[src/verilog/an_regs_pkg.sv]
// Purpose: Shared constants and types of the auto-negotiation register bank.
// Assumes: Management frames are the usual serial management frames, 16-bit registers.
// Notes:   Offsets are 5-bit register numbers on the serial management link.
`default_nettype none
package an_regs_pkg;

   // Register numbers
   localparam logic [4:0] REG_LOCAL_ADVERTISE   = 5'h04;
   localparam logic [4:0] REG_PARTNER_ABILITY   = 5'h05;
   localparam logic [4:0] REG_EXPANSION_STATUS  = 5'h06;

   // Field positions in the advertisement and partner words
   localparam int POS_REMOTE_FAULT = 13;
   localparam int POS_ACK          = 14;
   localparam int POS_NEXT_PAGE    = 15;
   localparam int POS_PAUSE_HI     = 11;
   localparam int POS_PAUSE_LO     = 10;
   localparam int POS_100_FULL     = 8;
   localparam int POS_100_HALF     = 7;
   localparam int POS_10_FULL      = 6;
   localparam int POS_10_HALF      = 5;
   localparam int POS_SEL_HI       = 4;

   // Values after reset
   localparam logic [4:0] SELECTOR_RESET   = 5'h01;
   localparam logic [1:0] PAUSE_RESET      = 2'h0;
   localparam logic       RFAULT_RESET     = 1'h0;
   localparam logic       ADV_100HALF_RESET = 1'h1;

   // Strap bit that seeds each strap-defaulted ability
   localparam int STRAP_POS_100_FULL = 2;
   localparam int STRAP_POS_10_FULL  = 1;
   localparam int STRAP_POS_10_HALF  = 0;

   // Frame and strap counts, opcodes
   localparam logic [5:0] PREAMBLE_ONES = 6'h20;
   localparam logic [4:0] ADDR_BITS     = 5'h0A;
   localparam logic [4:0] DATA_BITS     = 5'h10;
   localparam logic [1:0] STRAP_SETTLE  = 2'h3;
   localparam logic [1:0] OP_WRITE      = 2'h1;
   localparam logic [1:0] OP_READ       = 2'h2;

   // Frame sequencer states, one-hot
   typedef enum logic [5:0]
   {
      ST_IDLE  = 6'h01,
      ST_START = 6'h02,
      ST_OP    = 6'h04,
      ST_ADDR  = 6'h08,
      ST_TA    = 6'h10,
      ST_DATA  = 6'h20
   } frame_state_e;

   // Events and levels from the negotiation engine
   typedef struct packed
   {
      logic        lp_word_valid;
      logic [15:0] lp_word;
      logic        page_rx;
      logic        pd_fault;
      logic        lp_an_able;
   } an_event_s;

endpackage
`default_nettype wire

[src/verilog/autoneg_ability_registers.sv]
// Purpose: Auto-negotiation advertisement, partner ability and expansion registers
//          reached over the serial management link.
// Assumes: Negotiation events arrive on sys_clk; mdc, mdio and straps are pins.
// Notes:   Only registers 4..6 answer; other numbers are left to other blocks.
`timescale 1ns/10ps
`default_nettype none

module autoneg_ability_registers
   import an_regs_pkg::*;
#(
   parameter logic [4:0] PHY_ADDR = 5'h00
)
(
   input  wire logic       sys_clk,
   input  wire logic       rst,
   input  wire logic [2:0] strap_mode_select,
   input  wire logic       mdc,
   input  wire logic       mdio_in,
   output logic            mdio_out,
   output logic            mdio_oe_n,
   input  wire an_event_s  an_event,
   output logic [15:0]     local_advert
);

   typedef struct packed
   {
      frame_state_e fsm;
      logic [5:0]   pre_cnt;
      logic [4:0]   bit_cnt;
      logic [1:0]   op;
      logic [9:0]   addr;
      logic [15:0]  shreg;
      logic [15:0]  tx_word;
      logic         rd_frame;
      logic [2:0]   mdc_sync;
      logic [2:0]   mdio_sync;
      logic         mdc_lvl;
      logic         mdio_lvl;
      logic [2:0]   strap_s1;
      logic [2:0]   strap_s2;
      logic [2:0]   strap_s3;
      logic [1:0]   strap_cnt;
      logic         strap_pending;
      logic         adv_rf;
      logic [1:0]   adv_pause;
      logic         adv_100fd;
      logic         adv_100hd;
      logic         adv_10fd;
      logic         adv_10hd;
      logic [4:0]   adv_sel;
      logic [15:0]  lp_word;
      logic         lp_ack;
      logic         pd_fault;
      logic         page_rx;
      logic         lp_an_able;
      logic         mdio_out;
      logic         mdio_oe_n;
      logic [15:0]  advert;
   } state_s;

   state_s st_r;
   state_s st_nxt;

   // Combinational register views and decode helpers
   logic [15:0] reg4_val;
   logic [15:0] reg5_val;
   logic [15:0] reg6_val;
   logic        mdc_rise;
   logic        bit_in;
   logic        hit;
   logic [4:0]  regad;

   // Read views of the three registers
   always_comb
   begin
      reg4_val = {1'b0,
                  1'b0,
                  st_r.adv_rf,
                  1'b0,
                  st_r.adv_pause,
                  1'b0,
                  st_r.adv_100fd,
                  st_r.adv_100hd,
                  st_r.adv_10fd,
                  st_r.adv_10hd,
                  st_r.adv_sel};
      reg5_val = {1'b0,
                  st_r.lp_ack,
                  st_r.lp_word[POS_REMOTE_FAULT],
                  2'h0,
                  st_r.lp_word[POS_PAUSE_LO],
                  st_r.lp_word[9:5],
                  st_r.lp_word[POS_SEL_HI:0]};
      reg6_val = {11'h000,
                  st_r.pd_fault,
                  st_r.lp_word[POS_NEXT_PAGE],
                  1'b0,
                  st_r.page_rx,
                  st_r.lp_an_able};
   end

   // Pin edge and address decode helpers
   always_comb
   begin
      mdc_rise = 1'b0;
      // One cycle per rise, as mdc_lvl follows at the next edge
      // Edge only counts once the second and third stages agree
      if (st_r.mdc_sync[1] == st_r.mdc_sync[2] && st_r.mdc_sync[2] && !st_r.mdc_lvl)
      begin
         mdc_rise = 1'b1;
      end
      bit_in = st_r.mdio_lvl;
      regad  = st_r.addr[4:0];
      hit    = (st_r.addr[9:5] == PHY_ADDR) &&
               (regad == REG_LOCAL_ADVERTISE || regad == REG_PARTNER_ABILITY ||
                regad == REG_EXPANSION_STATUS);
   end

   // Next-state logic for everything
   always_comb
   begin
      st_nxt = st_r;

      // Pin synchronisers; only stages 2 and 3 are looked at
      st_nxt.mdc_sync  = {st_r.mdc_sync[1:0], mdc};
      st_nxt.mdio_sync = {st_r.mdio_sync[1:0], mdio_in};
      if (st_r.mdc_sync[1] == st_r.mdc_sync[2])
      begin
         st_nxt.mdc_lvl = st_r.mdc_sync[2];
      end
      if (st_r.mdio_sync[1] == st_r.mdio_sync[2])
      begin
         st_nxt.mdio_lvl = st_r.mdio_sync[2];
      end
      st_nxt.strap_s1 = strap_mode_select;
      st_nxt.strap_s2 = st_r.strap_s1;
      st_nxt.strap_s3 = st_r.strap_s2;

      // Straps are taken once the synchroniser has filled after reset
      if (st_r.strap_pending)
      begin
         // Second and third stages must agree, as for the other pins
         // Straps are read once; later pin changes need a reset
         if (st_r.strap_cnt == STRAP_SETTLE && st_r.strap_s2 == st_r.strap_s3)
         begin
            st_nxt.strap_pending = 1'b0;
            st_nxt.adv_100fd = st_r.strap_s3[STRAP_POS_100_FULL];
            st_nxt.adv_10fd  = st_r.strap_s3[STRAP_POS_10_FULL];
            st_nxt.adv_10hd  = st_r.strap_s3[STRAP_POS_10_HALF];
         end
         else
         begin
            st_nxt.strap_cnt = st_r.strap_cnt + 2'h1;
         end
      end

      // Frame sequencer advances on each mdc rising edge
      if (mdc_rise)
      begin
         case (st_r.fsm)
            ST_IDLE:
            begin
               // Count saturates; fewer than 32 ones never start a frame
               if (bit_in)
               begin
                  if (st_r.pre_cnt != PREAMBLE_ONES)
                  begin
                     st_nxt.pre_cnt = st_r.pre_cnt + 6'h01;
                  end
               end
               else
               begin
                  st_nxt.pre_cnt = 6'h00;
                  if (st_r.pre_cnt == PREAMBLE_ONES)
                  begin
                     st_nxt.fsm = ST_START;
                  end
               end
            end
            ST_START:
            begin
               // A second zero drops back to hunting for preamble
               st_nxt.bit_cnt = 5'h00;
               st_nxt.fsm     = bit_in ? ST_OP : ST_IDLE;
            end
            ST_OP:
            begin
               st_nxt.op      = {st_r.op[0], bit_in};
               st_nxt.bit_cnt = st_r.bit_cnt + 5'h01;
               if (st_r.bit_cnt == 5'h01)
               begin
                  st_nxt.bit_cnt = 5'h00;
                  st_nxt.fsm     = ST_ADDR;
               end
            end
            ST_ADDR:
            begin
               st_nxt.addr    = {st_r.addr[8:0], bit_in};
               st_nxt.bit_cnt = st_r.bit_cnt + 5'h01;
               if (st_r.bit_cnt == ADDR_BITS - 5'h01)
               begin
                  st_nxt.bit_cnt = 5'h00;
                  st_nxt.fsm     = ST_TA;
               end
            end
            ST_TA:
            begin
               st_nxt.bit_cnt = st_r.bit_cnt + 5'h01;
               if (st_r.bit_cnt == 5'h00)
               begin
                  // Only our own address and registers 4..6 answer
                  st_nxt.rd_frame = (st_r.op == OP_READ) && hit;
                  if (st_r.op == OP_READ && hit)
                  begin
                     // Snapshot, then drive the second turnaround bit low
                     st_nxt.mdio_oe_n = 1'b0;
                     st_nxt.mdio_out  = 1'b0;
                     st_nxt.tx_word   = (regad == REG_LOCAL_ADVERTISE) ? reg4_val :
                                        (regad == REG_PARTNER_ABILITY) ? reg5_val :
                                        reg6_val;
                     if (regad == REG_EXPANSION_STATUS)
                     begin
                        st_nxt.pd_fault = 1'b0;
                        st_nxt.page_rx  = 1'b0;
                     end
                  end
               end
               else
               begin
                  st_nxt.bit_cnt = 5'h00;
                  st_nxt.fsm     = ST_DATA;
                  if (st_r.rd_frame)
                  begin
                     st_nxt.mdio_out = st_r.tx_word[15];
                     st_nxt.tx_word  = {st_r.tx_word[14:0], 1'b0};
                  end
               end
            end
            ST_DATA:
            begin
               st_nxt.shreg   = {st_r.shreg[14:0], bit_in};
               st_nxt.bit_cnt = st_r.bit_cnt + 5'h01;
               if (st_r.rd_frame)
               begin
                  st_nxt.mdio_out = st_r.tx_word[15];
                  st_nxt.tx_word  = {st_r.tx_word[14:0], 1'b0};
               end
               if (st_r.bit_cnt == DATA_BITS - 5'h01)
               begin
                  st_nxt.fsm       = ST_IDLE;
                  st_nxt.pre_cnt   = 6'h00;
                  st_nxt.rd_frame  = 1'b0;
                  // Release the line straight after the last data bit
                  st_nxt.mdio_oe_n = 1'b1;
                  st_nxt.mdio_out  = 1'b0;
                  if (st_r.op == OP_WRITE && hit && regad == REG_LOCAL_ADVERTISE)
                  begin
                     // Only writable fields take the word
                     st_nxt.adv_rf    = st_r.shreg[POS_REMOTE_FAULT - 1];
                     st_nxt.adv_pause = st_r.shreg[POS_PAUSE_HI-1:POS_PAUSE_LO-1];
                     st_nxt.adv_100fd = st_r.shreg[POS_100_FULL - 1];
                     st_nxt.adv_100hd = st_r.shreg[POS_100_HALF - 1];
                     st_nxt.adv_10fd  = st_r.shreg[POS_10_FULL - 1];
                     st_nxt.adv_10hd  = st_r.shreg[POS_10_HALF - 1];
                     st_nxt.adv_sel   = {st_r.shreg[3:0], bit_in};
                  end
                  // Bits 15, 14, 12, 9 and registers 5, 6 drop the write
               end
            end
            default:
            begin
               st_nxt.fsm = ST_IDLE;
            end
         endcase
      end

      // Events arrive on sys_clk, so they need no synchroniser
      // Negotiation engine updates; a set wins over a read clear
      if (an_event.lp_word_valid)
      begin
         st_nxt.lp_word = an_event.lp_word;
         st_nxt.lp_ack  = 1'b1;
      end
      if (an_event.pd_fault)
      begin
         st_nxt.pd_fault = 1'b1;
      end
      if (an_event.page_rx)
      begin
         st_nxt.page_rx = 1'b1;
      end
      st_nxt.lp_an_able = an_event.lp_an_able;
      st_nxt.advert     = reg4_val;

      // Synchronous reset values
      // Straps reload after every reset, mid-run too
      if (rst)
      begin
         st_nxt               = '0;
         st_nxt.fsm           = ST_IDLE;
         st_nxt.strap_pending = 1'b1;
         st_nxt.mdio_oe_n     = 1'b1;
         st_nxt.adv_rf        = RFAULT_RESET;
         st_nxt.adv_pause     = PAUSE_RESET;
         st_nxt.adv_100hd     = ADV_100HALF_RESET;
         st_nxt.adv_sel       = SELECTOR_RESET;
         st_nxt.lp_word       = {11'h000, SELECTOR_RESET};
      end
   end

   // State register
   always_ff @(posedge sys_clk)
   begin
      st_r <= st_nxt;
   end

   // Outputs come straight from the state register
   assign mdio_out     = st_r.mdio_out;
   assign mdio_oe_n    = st_r.mdio_oe_n;
   assign local_advert = st_r.advert;

endmodule

`default_nettype wire

[config.mk]
export PLATFORM = sky130hd
export DESIGN_NAME = autoneg_ability_registers
export DESIGN_NICKNAME = d
export VERILOG_FILES = /design/src/verilog/an_regs_pkg.sv /design/src/verilog/autoneg_ability_registers.sv
export SDC_FILE = /design/constraint.sdc
export NUM_CORES = 1
export LEC_CHECK = 0
export BUFFER_PORTS_ARGS = -buffer_cell sky130_fd_sc_hd__clkbuf_2
export CORE_ASPECT_RATIO = 1.5
export CORE_MARGIN = 10
export CORE_UTILIZATION = 50
export CTS_CLUSTER_SIZE = 30
export DETAILED_ROUTE_END_ITERATION = 10
export PLACE_DENSITY = 0.66
export SKIP_CTS_REPAIR_TIMING = 1
export SLEW_MARGIN = 10
export SYNTH_ARGS = -nofsm -noshare
export SYNTH_HDL_FRONTEND = slang
export SYNTH_SLANG_ARGS = --single-unit
[constraint.sdc]
create_clock -name sys_clk -period 5.35 [get_ports sys_clk]
set_input_delay 0.535 -clock sys_clk [delete_from_list [all_inputs] [get_ports sys_clk]]
set_output_delay 0.535 -clock sys_clk [all_outputs]
set_load 0.02 [all_outputs]
After elaboration in Yosys (flattened, before gate mapping):

Index checks and enable logic that the tools add are counted.

* add/sub/neg operators: 3
* equal/unequal tests: 30
* muxes and demuxes: 47
* bitwise logic cells: 1
* reduce and logical (&&, ||, !) cells: 38

Operators with widths (number)
* two-way mux 16 bit: 3
* two-way mux 6 bit: 7
* two-way mux 9 bit: 4
* case mux 6 bit (6 select lines): 1
* case mux 17 bit (2 select lines): 1
* two-way mux 15 bit: 2
* case mux 5 bit (5 select lines): 1
* nonzero test 2 bit: 12
* two-way mux 2 bit: 9
* inequality test 2 bit, second input constant: 8
* equality test 5 x 3 -> 1 bit, second input constant: 3
* two-way mux 5 bit: 3
* AND reduction 5 bit: 3
* equality test 6 bit, second input constant: 2
* two-way mux 1 bit: 12
* two-way mux 12 bit: 1
* case mux 6 bit (2 select lines): 1
* AND reduction 4 bit: 3
* equality test 5 x 4 -> 1 bit, second input constant: 2
* zero test 5 bit: 2
* AND reduction 2 bit: 5
* logical AND 1 bit: 7
* AND reduction 7 bit: 1
* adder 6 x 1 -> 6 bit, second input constant: 1
* other kinds (21): 25

* register bits after elaboration: 132
* word-level logic and storage cells: 152

Depth between registers and ports, before layout:

* word-level depth: 10
* gate-level depth with buffers: 9

Worst setup path before layout:

Ideal clock, no wire load.

* path type: flip-flop to flip-flop
* from: register st_r[115] in the netlist's numbering
* to: register st_r[128] in the netlist's numbering
* library setup time: 0.121 ns
* arrival: 1.929 ns
* path slack: 3.300 ns
* cell stages (with the launch flop): 8
* clock period less this slack: 2.050 ns
* cells stage by stage: dfxtp_1 ha_1 and3_1 ha_1 o31ai_2 nor4_2 nand2_1 mux2_2

* cells in the longest elaborated chain, start to end: 3
* elaborated cells on any way between the ends: 9
* those cells by class: eq/ne (7); reduce/logical (2)

Ends and longest elaborated chain
* start, declared: RTL line autoneg_ability_registers.sv:61 `state_s st_r;`
* start signal, assigned: RTL line autoneg_ability_registers.sv:314 `st_r <= st_nxt;`
* equality test 5 x 4 -> 1 bit (tied with other cells): RTL line autoneg_ability_registers.sv:248 `if (st_r.bit_cnt == DATA_BITS - 5'h01)`
* inequality test 2 bit (no line)
* AND reduction 7 bit (no line) (*)

Mark *: on every way between the ends. The rest lies on a longest branch, timed or not.
A chain may end at the register's enable or synchronous reset.

Final worst setup path:

* from: register st_r[68] in the netlist's numbering
* to: register st_r, in the netlist reg4_val[0]

* cells in the longest elaborated chain, start to end: 5

Ends and longest elaborated chain
* equality test 1 bit: RTL line autoneg_ability_registers.sv:108 `if (st_r.mdc_sync[1] == st_r.mdc_sync[2] && st_r.mdc_sync[2] && !st_r.mdc_lvl)`
* logical AND 1 bit (2 in series): RTL line autoneg_ability_registers.sv:108
* two-way mux 1 bit: RTL line autoneg_ability_registers.sv:108
* AND reduction 4 bit (no line)

Every way passes these cells.

==> flow_metrics.py <==
metrics = {
    "yosys": {
        "yosysSeqAreaShare_pct": 45.66,
        "synth_async_sr_flop_share_pct": 0,
        "ys_types": 57,
        "yosys_warnings": 0,
        "synth_edf_count": 0,
        "syn-cell-area_um2": 5349,
        "synthFlopType": "dfxtp_1",
        "synth.avg_cell_area_um2": 9.112,
        "synthCells": 587,
        "ys_ff_latch": 122,
    },
    "floorplan": {
        "die_x_um": 104.5,
        "die_h_um": 146.7,
        "core_area_um2": 10530,
        "start_util_pct": 50.78,
        "ioPinCount": 45,
        "dieArea_um2": 15320,
        "rows": 46,
    },
    "detailed_routing": {
        "vias_per_cell": 5.406,
        "ant_nets": 0,
        "first_pass_iters": 4,
        "routed_wl_um": 11480,
        "vias": 4092,
        "first_iter_violations": 219,
        "drc": 0,
        "avgRoutedWirePerCell_um": 15.16,
    },
    "sta": {
        "fin_crit_ns": 2.747,
        "whs_ns": 0.3286,
        "rsz0062_at_grt": "false",
        "setup_ws_ns": 2.603,
        "skew_ns": 0.006534,
        "hold_viol": 0,
        "finalCritPeriodShare_pct": 51.34,
        "tightest_slew_ns": 1.135,
        "setup_viol": 0,
        "slew_violations": 0,
        "max_freq_mhz": 364.1,
        "slew_headroom_pct": 24.16,
        "tns_ns": 0,
    },
    "status": {
        "status": "complete, no violations",
    },
    "job": {
        "cap_violations": 0,
    },
    "worst_hold_path": {
        "hold_end": "st_r[60]",
        "hp-class": "in2reg",
        "hold_depth": 2,
        "hp-start": "strap_mode_select[1]",
    },
    "placement": {
        "place_congestion": 0.8764,
        "dp_slack_ns": 2.585,
        "portBuffers": 37,
        "dp_hpwl_um": 7922,
    },
    "global_routing": {
        "use_met1_pct": 17.06,
        "antenna_found_initial": 0,
        "track_usage_pct": 15.49,
        "use_met2_pct": 26.45,
        "use_met3_pct": 4.978,
        "grt-busiest-layer": "met2",
        "grt_overflow": 0,
        "grt_pass1_wl_um": 19590,
        "grt_max_degree": 67,
        "grt_pass1_vias": 4046,
    },
    "critical_path": {
        "reg2regPathDepth": 5,
        "cp_max_fo": 16,
        "worstPathRequired_ns": 5.65,
        "start_kind": "flip-flop",
        "regToRegSetupSlack_ns": 2.60,
        "r2r-start": "st_r[68]",
        "end_kind": "flip-flop",
        "crit_type": "reg2reg",
        "timing.rr.end": "reg4_val[0]",
        "cp.arrival_ns": 3.05,
    },
    "power": {
        "power.density_nw_per_um2": 347.1,
        "ir_drop_mv": 0.2375,
        "p_leak_nw": 2.350,
    },
    "clock_network": {
        "cts_tree": "done",
        "htree_levels": 4,
        "clk-insertion-delay-late_ns": 0.41,
        "cts_made_buffers": 17,
        "clk_path_buf_depth": 2,
        "cts_root_buf": "clkbuf_16",
        "clkTransAtPathRegs_ns": 0.06,
        "cts_num_sinks": 122,
    },
    "finish": {
        "n_antenna_cell": 0,
        "area_growth_pct": 13.73,
        "layout.nets": 635,
        "fill_cells": 958,
        "final_core_util_pct": 57.76,
        "drive_gt1_share_pct": 14.68,
    },
}
Yosys cell counts (3+ instances only):
cell type  number  area, um2
buf_4          16      120.1
nor2b_1        39      244.0
inv_1           9      33.78
buf_1           7      26.28
nand4_1         7      43.79
or2_2           3      18.77
nor3_1          4      20.02
nor2_1         69      259.0
nor4b_1         4      35.03
ha_1            8      100.1
nor4_1          3      18.77
mux2i_1        60      600.6
nand2b_1        7      43.79
a21oi_1        37      185.2
clkbuf_1       20      75.07
a211oi_1       10      75.07
and3_1          4      25.02
a211o_1         3      26.28
dfxtp_1       122       2442
nand2_1        60      225.2
nand3_1        13      65.06
mux2_2          5      56.30
a41oi_1         3      26.28
a31oi_1         4      25.02
buf_2           4      20.02
o21ai_0        17      85.08
xnor2_1        11      96.34
cells by family after synthesis:
family / count (synthesis) / share of synthesized area [%]
other: 1 / 0.07011
AO/OA/AOI/OAI: 94 / 11.23
adder cells (fa/ha/maj): 8 / 1.871
AND/OR/NAND/NOR: 229 / 21.73
multiplexers: 65 / 12.28
XOR/XNOR: 11 / 1.801
flip-flops: 122 / 45.66
buffers and inverters: 57 / 5.357
per-layer routing:
metal / share of wire (%) / up-vias
li1: - / 2046
met5: 0 / -
met2: 51 / 86
met3: 5.0 / 22
met4: 1.7 / 0
met1: 42 / 1938
report_power, final:
| group | internal (W) | switching, W |
|---|---|---|
| combinational | 0.0000347 | 0.0000383 |
| sequential | 0.000929 | 0.0000157 |
| clock | 0.000678 | 0.000415 |
per-stage QoR:
stage          instances  area, um2  power, W
6_report             757       6083  0.002112
5_1_grt              757       6083  0.002191
4_1_cts              757       6083  0.002129
3_5_place_dp         725       5502  0.001037
3_3_place_gp         725       5502  0.001035
2_1_floorplan        590       5360  0.001021
worst max path at each step:
stage	start	end	slack, ns	cells past startpoint
4_1_cts	st_r[68]	reg4_val[0]	2.58	5
6_report	st_r[68]	reg4_val[0]	2.60	5
5_1_grt	st_r[68]	reg4_val[3]	2.37	6
3_5_place_dp	st_r[68]	reg4_val[0]	2.58	5
2_1_floorplan	st_r[115]	st_r[128]	3.30	7
3_3_place_gp	st_r[68]	reg4_val[0]	2.60	5
layout make-up:
class | instances | area (um2) | share of cell area (%)
timing repair buffer | 39 | 202.7 | 3.332
inverter | 9 | 33.78 | 0.5553
sequential | 122 | 2442 | 40.15
tap | 144 | 180.2 | 2.962
clock buffer | 20 | 466.7 | 7.672
multi-input combinational | 411 | 2643 | 43.44
clock inverter | 12 | 115.1 | 1.892
state kept, by name, summed over array words and instances, names as in the netlist:
signal	flops
reg4_val	12
regad	5
reg5_val	13
mdio_oe_n	1
mdio_out	1
local_advert	12
bit_in	1
st_r	73
reg6_val	4
critical path: stages (launching register included):
cell and delay (ns):
dfxtp_1 0.34, ha_1 0.16, nor2b_1 0.56, nand3_2 0.42, or3_1 0.78, a211o_1 0.38
cells in the final DEF (no fill, tap or decap), types with 5 or more instances in the layout:
master,netlist,layout
a211oi_1,10,9
a21oi_1,37,37
clkbuf_16,0,17
clkbuf_2,0,36
dfxtp_1,122,122
ha_1,8,8
inv_1,9,9
mux2_2,5,5
mux2i_1,60,60
nand2_1,60,60
nand2b_1,7,7
nand3_1,13,13
nand4_1,7,7
nor2_1,69,69
nor2b_1,39,39
o21ai_0,17,17
xnor2_1,11,11
(Power assumes the default switching activity.)
